`config.mk`:
```
export PLATFORM = sky130hd
export DESIGN_NAME = cmpreg_bank
export DESIGN_NICKNAME = d
export VERILOG_FILES = /design/src/include/cmpreg_pkg.sv /design/src/core/cmpreg_filter.sv /design/src/core/cmpreg_bank.sv
export VERILOG_INCLUDE_DIRS = /design/src /design/src/include
export SDC_FILE = /design/constraint.sdc
export NUM_CORES = 1
export LEC_CHECK = 0
export ABC_AREA = 1
export BUFFER_PORTS_ARGS = -buffer_cell sky130_fd_sc_hd__buf_2
export CAP_MARGIN = 20
export CORE_MARGIN = 2
export CORE_UTILIZATION = 50
export CTS_BUF_LIST = sky130_fd_sc_hd__clkbuf_16
export CTS_CLUSTER_SIZE = 25
export DETAILED_ROUTE_END_ITERATION = 6
export GPL_TIMING_DRIVEN = 1
export PLACE_DENSITY_LB_ADDON = 0.3
export SLEW_MARGIN = 0
export SYNTH_ARGS = -nofsm -noshare
export SYNTH_HDL_FRONTEND = slang
export SYNTH_SLANG_ARGS = --single-unit
```
`constraint.sdc`:
```
create_clock -name pclk -period 3 [get_ports pclk]
set_clock_uncertainty 0.15 [all_clocks]
set_input_delay 0.3 -clock pclk [delete_from_list [all_inputs] [get_ports pclk]]
set_output_delay 0.3 -clock pclk [all_outputs]
set_load 0.05 [all_outputs]
```
`src/include/cmpreg_consts.svh`:
```
// register offsets, field positions, reset values and timing counts of the comparator register bank
`ifndef CMPREG_CONSTS_SVH
`define CMPREG_CONSTS_SVH
`define CMPREG_OFF_CTRL0_ONE 12'h000
`define CMPREG_OFF_CTRL1_ONE 12'h004
`define CMPREG_OFF_CTRL0_TWO 12'h008
`define CMPREG_OFF_CTRL1_TWO 12'h00c
`define CMPREG_OFF_MIRROR 12'h010
`define CMPREG_OFF_IRQ_STAT 12'h014
`define CMPREG_OFF_IRQ_MASK 12'h018
`define CMPREG_BIT_RISE_EN 7
`define CMPREG_BIT_FALL_EN 6
`define CMPREG_BIT_POS_HI 5
`define CMPREG_BIT_POS_LO 4
`define CMPREG_BIT_NEG_SEL 0
`define CMPREG_CTRL1_MASK 8'hf1
`define CMPREG_CTRL0_MASK 8'hbf
`define CMPREG_BIT_CMP_OUT 6
`define CMPREG_BIT_POL 4
`define CMPREG_BIT_ZLF 3
`define CMPREG_RESET_BYTE 8'h00
`define CMPREG_CTRL0_RESET 8'h04
`define CMPREG_CLK_HZ 20000000
`define CMPREG_ZLF_NS 20
`define CMPREG_ZLF_CYCLES ((`CMPREG_ZLF_NS * (`CMPREG_CLK_HZ / 1000000) + 999) / 1000)
`endif

```
`src/include/cmpreg_pkg.sv`:
```
// types shared by the comparator register bank
package cmpreg_pkg;
  typedef enum logic [1:0] {
    CMPREG_POS_PIN = 2'b00,
    CMPREG_POS_DAC = 2'b01,
    CMPREG_POS_FVR = 2'b10,
    CMPREG_POS_GND = 2'b11
  } cmpreg_pos_e;
  typedef struct packed {
    cmpreg_pos_e pos_input_select;
    logic neg_input_select;
  } cmpreg_route_s;
  typedef struct packed {
    logic rise_irq_enable;
    logic fall_irq_enable;
    logic glitch_filter_enable;
    logic invert;
  } cmpreg_edge_cfg_s;
endpackage

```
`src/core/cmpreg_filter.sv`:
```
// zero-latency glitch filter and edge detector for one comparator output
`timescale 1ns/100ps
`include "cmpreg_consts.svh"
module cmpreg_filter
  import cmpreg_pkg::*;
#(
  parameter int HOLD_CYCLES = `CMPREG_ZLF_CYCLES
)
(
  input wire logic pclk,
  input wire logic presetn,
  input wire logic raw_in,
  input wire cmpreg_edge_cfg_s cfg,
  output logic cmp_result,
  output logic edge_event
);
  // hold counter is eight bits wide and must count at least once
  if (HOLD_CYCLES < 1 || HOLD_CYCLES > 255)
  begin : g_hold_range
    $error("cmpreg_filter: HOLD_CYCLES out of range");
  end

  logic sync1_q, sync2_q, out_q, out_d, prev_q, prev_d, evt_q, evt_d;
  logic [7:0] hold_q, hold_d;

  // filter holds a fresh change, then detects edges on the filtered bit
  always_comb
  begin
    logic pol_in;
    pol_in = sync2_q ^ cfg.invert;
    out_d = out_q;
    hold_d = (hold_q != 8'h00) ? hold_q - 8'h01 : 8'h00;
    if (pol_in != out_q && (!cfg.glitch_filter_enable || hold_q == 8'h00))
    begin
      out_d = pol_in;
      hold_d = 8'(HOLD_CYCLES);
    end
    prev_d = out_q;
    evt_d = (cfg.rise_irq_enable && out_q && !prev_q)
      || (cfg.fall_irq_enable && !out_q && prev_q);
  end

  // registers, all clear at reset
  always_ff @(posedge pclk or negedge presetn)
  begin
    if (!presetn)
    begin
      sync1_q <= 1'b0;
      sync2_q <= 1'b0;
      out_q <= 1'b0;
      prev_q <= 1'b0;
      hold_q <= 8'h00;
      evt_q <= 1'b0;
    end
    else
    begin
      sync1_q <= raw_in;
      sync2_q <= sync1_q;
      out_q <= out_d;
      prev_q <= prev_d;
      hold_q <= hold_d;
      evt_q <= evt_d;
    end
  end

  assign cmp_result = out_q;
  assign edge_event = evt_q;
endmodule

```
`src/core/cmpreg_bank.sv`:
```
// register bank for two comparators: control, mirror and interrupt flags over apb
`timescale 1ns/100ps
`include "cmpreg_consts.svh"
module cmpreg_bank
  import cmpreg_pkg::*;
(
  input wire logic pclk,
  input wire logic presetn,
  input wire logic psel,
  input wire logic penable,
  input wire logic pwrite,
  input wire logic [11:0] paddr,
  input wire logic [31:0] pwdata,
  input wire logic [3:0] pstrb,
  output logic [31:0] prdata,
  output logic pready,
  output logic pslverr,
  input wire logic raw_result_one,
  input wire logic raw_result_two,
  output cmpreg_route_s route_one,
  output cmpreg_route_s route_two,
  output logic [7:0] ctrl_zero_one,
  output logic [7:0] ctrl_zero_two,
  output logic [1:0] cmp_irq_flag,
  output logic irq
);
  logic [7:0] c0_one_q, c0_one_d, c0_two_q, c0_two_d;
  logic [7:0] c1_one_q, c1_one_d, c1_two_q, c1_two_d;
  logic [1:0] stat_q, stat_d, mask_q, mask_d;
  logic [31:0] rdata_q, rdata_d;
  logic rdy_q, rdy_d, err_q, err_d, irq_q, irq_d;
  logic [1:0] mirror_q, mirror_d;
  cmpreg_route_s rt_one_q, rt_one_d, rt_two_q, rt_two_d;
  logic res_one, res_two, evt_one, evt_two;
  cmpreg_edge_cfg_s cfg_one, cfg_two;

  // byte-wide write merge with implemented-bit mask
  function automatic logic [7:0] merge_byte(input logic [7:0] old, input logic [31:0] wd,
                                            input logic lane, input logic [7:0] keep);
    merge_byte = lane ? (wd[7:0] & keep) : old;
  endfunction

  // pull routing fields from control one
  function automatic cmpreg_route_s route_of(input logic [7:0] c1);
    route_of.pos_input_select = cmpreg_pos_e'(c1[`CMPREG_BIT_POS_HI:`CMPREG_BIT_POS_LO]);
    route_of.neg_input_select = c1[`CMPREG_BIT_NEG_SEL];
  endfunction

  // edge configuration from both control registers
  function automatic cmpreg_edge_cfg_s cfg_of(input logic [7:0] c0, input logic [7:0] c1);
    cfg_of.rise_irq_enable = c1[`CMPREG_BIT_RISE_EN];
    cfg_of.fall_irq_enable = c1[`CMPREG_BIT_FALL_EN];
    cfg_of.glitch_filter_enable = c0[`CMPREG_BIT_ZLF];
    cfg_of.invert = c0[`CMPREG_BIT_POL];
  endfunction

  assign cfg_one = cfg_of(c0_one_q, c1_one_q);
  assign cfg_two = cfg_of(c0_two_q, c1_two_q);

  // comparator one filter and edge detector
  cmpreg_filter u_filt_one (
    .pclk(pclk),
    .presetn(presetn),
    .raw_in(raw_result_one),
    .cfg(cfg_one),
    .cmp_result(res_one),
    .edge_event(evt_one)
  );

  // comparator two filter and edge detector
  cmpreg_filter u_filt_two (
    .pclk(pclk),
    .presetn(presetn),
    .raw_in(raw_result_two),
    .cfg(cfg_two),
    .cmp_result(res_two),
    .edge_event(evt_two)
  );

  // apb access, register updates and interrupt flags
  always_comb
  begin
    logic wr_go, rd_go, hit;
    logic [1:0] w1c;
    // write lands at the edge where pready is sampled high
    wr_go = psel && penable && pwrite && rdy_q;
    rd_go = psel && penable && !pwrite && !rdy_q;
    c0_one_d = c0_one_q;
    c0_two_d = c0_two_q;
    c1_one_d = c1_one_q;
    c1_two_d = c1_two_q;
    mask_d = mask_q;
    w1c = 2'b00;
    rdata_d = rdata_q;
    hit = 1'b1;
    unique case (paddr)
      `CMPREG_OFF_CTRL0_ONE: rdata_d = {24'h000000, c0_one_q[7], mirror_q[0], c0_one_q[5:0]};
      `CMPREG_OFF_CTRL1_ONE: rdata_d = {24'h000000, c1_one_q};
      `CMPREG_OFF_CTRL0_TWO: rdata_d = {24'h000000, c0_two_q[7], mirror_q[1], c0_two_q[5:0]};
      `CMPREG_OFF_CTRL1_TWO: rdata_d = {24'h000000, c1_two_q};
      `CMPREG_OFF_MIRROR: rdata_d = {30'h00000000, mirror_q};
      `CMPREG_OFF_IRQ_STAT: rdata_d = {30'h00000000, stat_q};
      `CMPREG_OFF_IRQ_MASK: rdata_d = {30'h00000000, mask_q};
      default: hit = 1'b0;
    endcase
    if (!rd_go)
      rdata_d = rdata_q;
    if (rd_go && !hit)
      rdata_d = 32'h00000000;
    if (wr_go)
    begin
      unique case (paddr)
        `CMPREG_OFF_CTRL0_ONE: c0_one_d = merge_byte(c0_one_q, pwdata, pstrb[0], `CMPREG_CTRL0_MASK);
        `CMPREG_OFF_CTRL1_ONE: c1_one_d = merge_byte(c1_one_q, pwdata, pstrb[0], `CMPREG_CTRL1_MASK);
        `CMPREG_OFF_CTRL0_TWO: c0_two_d = merge_byte(c0_two_q, pwdata, pstrb[0], `CMPREG_CTRL0_MASK);
        `CMPREG_OFF_CTRL1_TWO: c1_two_d = merge_byte(c1_two_q, pwdata, pstrb[0], `CMPREG_CTRL1_MASK);
        `CMPREG_OFF_IRQ_STAT: w1c = pstrb[0] ? pwdata[1:0] : 2'b00;
        `CMPREG_OFF_IRQ_MASK: mask_d = pstrb[0] ? pwdata[1:0] : mask_q;
        default: w1c = 2'b00; // mirror and unmapped writes dropped
      endcase
    end
    // set beats clear
    stat_d = (stat_q & ~w1c) | {evt_two, evt_one};
    mirror_d = {res_two, res_one};
    rt_one_d = route_of(c1_one_d);
    rt_two_d = route_of(c1_two_d);
    rdy_d = psel && penable && !rdy_q;
    err_d = psel && penable && !rdy_q && !hit;
    irq_d = |(stat_d & mask_d);
  end

  // state registers, all clear at reset
  always_ff @(posedge pclk or negedge presetn)
  begin
    if (!presetn)
    begin
      c0_one_q <= `CMPREG_RESET_BYTE;
      c0_two_q <= `CMPREG_RESET_BYTE;
      c1_one_q <= `CMPREG_RESET_BYTE;
      c1_two_q <= `CMPREG_RESET_BYTE;
      stat_q <= 2'b00;
      mask_q <= 2'b00;
      mirror_q <= 2'b00;
      rdata_q <= 32'h00000000;
      rdy_q <= 1'b0;
      err_q <= 1'b0;
      irq_q <= 1'b0;
      rt_one_q <= '0;
      rt_two_q <= '0;
    end
    else
    begin
      c0_one_q <= c0_one_d;
      c0_two_q <= c0_two_d;
      c1_one_q <= c1_one_d;
      c1_two_q <= c1_two_d;
      stat_q <= stat_d;
      mask_q <= mask_d;
      mirror_q <= mirror_d;
      rdata_q <= rdata_d;
      rdy_q <= rdy_d;
      err_q <= err_d;
      irq_q <= irq_d;
      rt_one_q <= rt_one_d;
      rt_two_q <= rt_two_d;
    end
  end

  assign prdata = rdata_q;
  assign pready = rdy_q;
  assign pslverr = err_q;
  assign irq = irq_q;
  assign cmp_irq_flag = stat_q;
  assign route_one = rt_one_q;
  assign route_two = rt_two_q;
  assign ctrl_zero_one = c0_one_q;
  assign ctrl_zero_two = c0_two_q;
endmodule

```
==> impl_metrics.yaml, run 1 <==
run_status:
  status: "completed"
setup_path:
  crit_buf_inv: 2
  cp-endpoint: "u_filt_two.hold_q[4]$_DFF_PN0_"
  cp_num_cells: 9
  cp_top_family: "simple AND/OR/NAND/NOR gates"
  cp-start-kind: "register"
  crit_start: "u_filt_two.hold_q[3]$_DFF_PN0_"
  worstPathMaxFanout: 7
  end_kind: "register"
  crit_required_ps: 3070
  slowest_delay_ps: 400
  critPathArrivalTime_ps: 1760
  critical_path.cell_chain: "nor2_1 -> inv_1 -> nor3_2 -> nand4_1 -> nand2_1 -> nand2_1 -> nand2_1 -> or2_1 -> inv_1"
  reg2reg_depth: 9
  r2r-start: "u_filt_two.hold_q[3]$_DFF_PN0_"
  worstSetupPathType: "register to register"
  r2r_slack_ps: 1310
  r2r-end: "u_filt_two.hold_q[4]$_DFF_PN0_"
  crit_top_cell: "nand2_1"
  cp_slowest_cell: "dfrtp_1"
clocking:
  cts_root_buf: "clkbuf_16"
  cts_buffer_depth: 2
  cts_max_level: 3
  cts_tree: "yes"
  path_clk_slew_ps: 50
  cts_inserted_buffers: 9
  cts_num_sinks: 65
  cts_resized: 0
  clock_latency_ps: 320
sta:
  setup_violations: 0
  tightest_slew_ps: 736
  drv_slew: 0
  whs_ps: 94.2
  finalCritPeriodShare_pct: 56.3
  period_needed_ps: 1690
  finalSetupTns_ps: 0
  max_freq_mhz: 592
  relSlewSlack_pct: 50.9
  hold_viol: 0
  setup_slack_ps: 1310
  rsz0062_at_grt: "false"
routing:
  routedWlPerCell_microns: 12.6
  m1WireLength_mm: 3.27
  drc: 0
  antenna_left: 0
  wirelength_mm: 7.03
  route.vias.total: 2744
  drt-vias-per-instance: 4.91
  wl_met2_mm: 3.22
  drtIter0Drc: 208
  highest-signal-layer: "met4"
  drtPass1Iterations: 5
  wl_met3_microns: 411
power_and_ir_drop:
  power_density_nw_per_um2: 663
  power_mw: 2.67
  ir_worst_vdd_mv: 0.431
  power.leakage_nw: 2.25
placement:
  dpl_cell_area_sq_um: 3710
  place_ws_ps: 1030
  dp_hpwl_mm: 5.15
  port_buffers: 60
  routabilityCongestion: 0.842
layout:
  final_area_sq_um: 4030
  diodes: 0
  syn2layout_area_growth_pct: 16.5
  layout-drive-gt1-share_pct: 23.0
  fill_cells: 602
  layout.nets: 533
floorplanning:
  core_sq_um: 6760
  dieArea_sq_um: 7600
  die_h_microns: 87.2
  die_w_microns: 87.2
  initial_core_util_pct: 51.2
  pin_count: 114
  core.rowCount: 30
synth:
  synth_edf_count: 0
  ys_seq_area_share_pct: 47.0
  synth.distinct_cells: 33
  synthCells: 409
  synth_area_sq_um: 3460
  synthFlopType: "dfrtp_1"
  yosysWarnings: 0
  async_flop_share_pct: 100
  postSynthRegisterBits: 65
  syn_area_per_cell_sq_um: 8.46
grt:
  grt_pass1_vias: 2653
  grt_pass1_wl_mm: 12.0
  grt-ovfl-total: 0
  antenna_found_initial: 0
  grtUsageTotal_pct: 20.4
  grt_max_degree: 35
run:
  max-cap-violations: 0
hold_path:
  hold_class: "input pin to register"
## flip-flops by register name, indices dropped and copies added, names as in the netlist, 2 cells and up
name	flops
c1_one_q	4
mirror_q	2
ctrl_zero_one	7
mask_q	2
u_filt_one.hold_q	8
u_filt_two.hold_q	8
ctrl_zero_two	7
c1_two_q	4
prdata	8
cmp_irq_flag	2
## logic make-up after synthesis
| logic type | after synthesis | synth area share, % |
|---|---|---|
| and+or+nand+nor | 207 | 28.9 |
| xor gates and xnor gates | 16 | 4.05 |
| adders and majority gates | 4 | 1.45 |
| muxes | 1 | 0.325 |
| buffers and inverters | 81 | 12.5 |
| DFF | 65 | 47.0 |
| AOI/OAI and AO/OA | 34 | 5.57 |
| other | 1 | 0.108 |
## worst reg2reg max path: cells and delay by family, from the launching register on
kind / cells / cell delay, ps
and+or+nand+nor: 7 / 920
DFF: 1 / 400
buffers and inverters: 2 / 110
## power breakdown
group	internal, mW	leakage [nW]	switching (mW)
sequential	0.984	0.864	0.0872
combinational	0.228	1.24	0.374
clock	0.633	0.142	0.364
total	1.84	2.25	0.826
## per-layer routing
metal	global-route usage, %	vias to the layer above
li1	-	1360
met1	28.1	1279
met2	31.7	95
met3	3.22	10
met4	9.65	0
met5	0	-
## Yosys cell counts (2+ instances only)
master	n	share of area, %
dfrtp_1	65	47
inv_2	3	0.33
buf_4	32	6.9
o31ai_1	2	0.43
nand2_2	6	1.1
nor3_2	2	0.58
nor2_4	7	2.3
ha_1	4	1.4
nor4_1	3	0.54
nand2_4	2	0.65
nand3_1	25	3.6
nand3_2	3	0.87
o21ai_2	3	0.76
nand2_1	106	12
xnor2_1	5	1.3
nand4_1	7	1.3
a21o_1	2	0.43
nor2_1	34	3.7
o21ai_1	9	1.3
xor2_1	11	2.8
buf_2	2	0.29
inv_1	42	4.6
nor2_2	5	0.90
o21ai_0	17	2.5
or2_1	4	0.72
## layout by cell type (no fill, tap or decap), types with 6 or more instances in the layout
| master | count |
|---|---|
| nand2_1 | 106 |
| dfrtp_1 | 65 |
| buf_2 | 60 |
| inv_1 | 42 |
| nor2_1 | 34 |
| conb_1 | 26 |
| nand3_1 | 25 |
| o21ai_0 | 17 |
| xor2_1 | 11 |
| o21ai_1 | 9 |
| clkbuf_16 | 9 |
| nand4_1 | 7 |
| nor2_4 | 7 |
| nand2_2 | 6 |
## per-stage QoR
| stage | utilization (%) | cells |
|---|---|---|
| floorplan | - | 434 |
| global placement | 54.9 | 540 |
| detailed placement | 54.9 | 540 |
| CTS | 59.6 | 559 |
| global route | 59.6 | 559 |
| finish | 59.6 | 559 |
## timing repair
| item | 4_1_cts | 5_1_grt |
|---|---|---|
| hold buffers | 3 | 0 |
| buffers inserted | 0 | 0 |
| hold endpoints to repair | 33 | 0 |
## worst min-delay path by stage
stage	startpoint	to	slack, ps	depth (start not counted)
3_3_place_gp	u_filt_one.sync1_q$_DFF_PN0_	u_filt_one.sync2_q$_DFF_PN0_	180	0
6_report	pwdata[6]	c1_one_q[6]$_DFFE_PN0P_	90	3
2_1_floorplan	presetn	c1_one_q[0]$_DFFE_PN0P_	-150	0
3_5_place_dp	u_filt_two.sync1_q$_DFF_PN0_	u_filt_two.sync2_q$_DFF_PN0_	200	0
4_1_cts	pwdata[0]	mask_q[0]$_DFF_PN0_	90	3
5_1_grt	pwdata[3]	ctrl_zero_two[3]$_DFFE_PN0P_	110	3
## cell type report
| class | instances | area, sq um | area share [%] |
|---|---|---|---|
| Sequential cell | 65 | 1630 | 40.4 |
| Multi-Input combinational cell | 288 | 1490 | 37.0 |
| Timing Repair Buffer | 64 | 350 | 8.70 |
| Clock buffer | 9 | 225 | 5.59 |
| Inverter | 46 | 173 | 4.29 |
| Tap cell | 80 | 100 | 2.48 |
| Clock inverter | 7 | 61.3 | 1.52 |
No activity file was read; power rests on OpenSTA's default activity.
==> inputs of run 2 (changes only) <==
ABC_AREA = 0   (was 1)
clock period = 1.7 ns   (was 3 ns; I/O delays follow)
==> run 2 against run 1 <==
Utilization increased by 6.0 points. Sequential share of layout area down 0.61 points. Setup slack worse by 1300 ps. Critical endpoint is now irq$_DFF_PN0_.
==> impl_metrics.yaml, run 2 <==
run_status:
  status: "completed"
synth:
  synth_top_cell_by_area: "dfrtp_1"
  yosysWarnings: 0
  synth.most_common_cell: "dfrtp_1"
  synth.distinct_cells: 42
  async_flop_share_pct: 100
  synth_common_cells: "65 x dfrtp_1, 32 x buf_4, 28 x mux2_2"
  synthCells: 274
  syn_area_per_cell_sq_um: 11.6
  synth_area_sq_um: 3170
  synthFlopType: "dfrtp_1"
  postSynthRegisterBits: 65
  synth_top_area_share_pct: 51.2
  ys_seq_area_share_pct: 51.2
  synth_edf_count: 0
  yosys-top-cells-area: "dfrtp_1 51%, mux2_2 9.9%, buf_4 7.6%"
layout:
  layout_commonest_cell: "dfrtp_1"
  final_core_util_pct: 65.6
  diodes: 0
  syn2layout_area_growth_pct: 29.0
  layout.nets: 428
  layout_common_cells: "64 x dfrtp_1, 60 x buf_2, 26 x conb_1, 26 x buf_4, 23 x nor2_1"
  final_area_sq_um: 4090
  stdcell_count: 451
  layout-drive-gt1-share_pct: 40.6
setup_path:
  slowest_delay_ps: 350
  worstPathMaxFanout: 2
  cp_slowest_cell: "dfrtp_2"
  critPathArrivalTime_ps: 1720
  end_kind: "register"
  worstSetupPathType: "register to register"
  crit_required_ps: 1750
  critical_path.cell_chain: "and3_4 -> and4_4 -> nand3_2 -> mux2_2 -> a22o_1"
  cp-start-kind: "register"
floorplanning:
  dieArea_sq_um: 7000
  die_h_microns: 83.7
  die_w_microns: 83.7
  core.rowCount: 29
  core_sq_um: 6240
  pin_count: 114
  initial_core_util_pct: 50.9
clocking:
  path_clk_slew_ps: 50
  cts_num_sinks: 65
  cts_buffer_depth: 2
  clock_latency_ps: 320
  cts_max_level: 3
  cts_root_buf: "clkbuf_16"
  cts_tree: "yes"
  cts_inserted_buffers: 9
placement:
  routabilityCongestion: 0.843
  dpl_cell_area_sq_um: 3660
  dp_hpwl_mm: 4.71
  port_buffers: 60
  dp.cells: 425
grt:
  grt-ovfl-total: 0
  grtUsageTotal_pct: 19.9
  grt_max_degree: 66
  antenna_found_initial: 0
  grt_pass1_vias: 2263
  grt_pass1_wl_mm: 11.0
sta:
  period_needed_ps: 1680
  max_freq_mhz: 597
  finalSetupTns_ps: 0
  drv_slew: 0
  whs_ps: 12.7
  finalCritPeriodShare_pct: 98.6
  setup_violations: 0
  hold_viol: 0
  rsz0062_at_grt: "true"
routing:
  route.vias.total: 2328
  drt-vias-per-instance: 5.16
  routedWlPerCell_microns: 14.8
  antenna_left: 0
  drtPass1Iterations: 4
  drtIter0Drc: 120
  drc: 0
  wirelength_mm: 6.69
hold_path:
  hold_class: "input pin to register"
run:
  max-cap-violations: 0
power_and_ir_drop:
  power_density_nw_per_um2: 1100
  power.leakage_nw: 2.06
  ir_worst_vdd_mv: 0.738
## run 2: cell count changes after synthesis, moves of 6 or more
cell / delta
mux2_2: +27
nor3_1: +6
o21ai_1: -7
nor2_4: -7
nand2_2: -6
nand3_1: -19
o21ai_0: -9
nand4_1: -6
nand2_1: -88
inv_1: -36
nor2_1: -10
## run 2: area by class of cell
cell class	count	area, sq um
clock buffer	9	225
clock inverter	7	38.8
fill	488	2150
inverter	6	22.5
multi-input combinational	189	1460
sequential	65	1630
tap	77	96.3
timing repair buffer	98	628
## run 2: worst paths after layout
kind	startpoint	to	cells past startpoint	slack, ps
hold reg to reg	u_filt_one.sync1_q$_DFF_PN0_	u_filt_one.sync2_q$_DFF_PN0_	0	200
setup reg to reg	pready$_DFF_PN0_	irq$_DFF_PN0_	5	20
max in group asynchronous	presetn	pready$_DFF_PN0_	3	860
hold / removal	pwdata[7]	ctrl_zero_two[7]$_DFFE_PN0P_	2	10
setup / recovery	pready$_DFF_PN0_	irq$_DFF_PN0_	5	20
min in group asynchronous	presetn	u_filt_two.hold_q[7]$_DFF_PN0_	3	250
## run 2: kinds of logic (layout without fill, tap and decap cells)
| logic type | count (synthesis) | in the layout | synth area share, % |
|---|---|---|---|
| simple gates | 85 | 85 | 14.8 |
| flops | 65 | 65 | 51.2 |
| buf+inv | 45 | 120 | 9.46 |
| mux | 35 | 35 | 13.7 |
| compound gates | 25 | 25 | 5.20 |
| xor+xnor | 14 | 14 | 3.86 |
| fa+ha+maj | 4 | 4 | 1.58 |
| other cells | 1 | 26 | 0.118 |
## run 2: routing by layer
layer / share of wire, % / GRT usage [%]
met1: 45 / 27.3
met2: 49 / 31.3
met3: 5.1 / 4.15
met4: 1.2 / 7.48
met5: 0 / 0
## run 2: worst max-delay path: cells and delay by family (launching register included)
kind / cells / cell delay, ps
simple gates: 3 / 500
flops: 1 / 350
mux: 1 / 300
compound gates: 1 / 250
## run 2: per-stage QoR
stage	power, mW	worst slack [ps]
after floorplan	2.56	-151
after global placement	2.77	-184
after detailed placement	2.80	-213
after CTS	4.43	-26.1
after global routing	4.73	-4.82
final	4.48	24.2
## run 2: repair_timing
item | 4_1_cts | 5_1_grt
endpoints found under the setup margin | 8 | 30
hold buffers | 9 | 0
pin swaps | 3 | 4
endpoints found under the hold margin | 82 | 0
buffers inserted | 1 | 1
gates resized for setup | 8 | 9
## run 2: power by group
group          switching [mW]  internal (mW)  leakage (nW)
Sequential              0.129           1.70         0.863
Clock                   0.627          0.968         0.134
Combinational           0.600          0.455          1.06
Total                    1.36           3.13          2.06
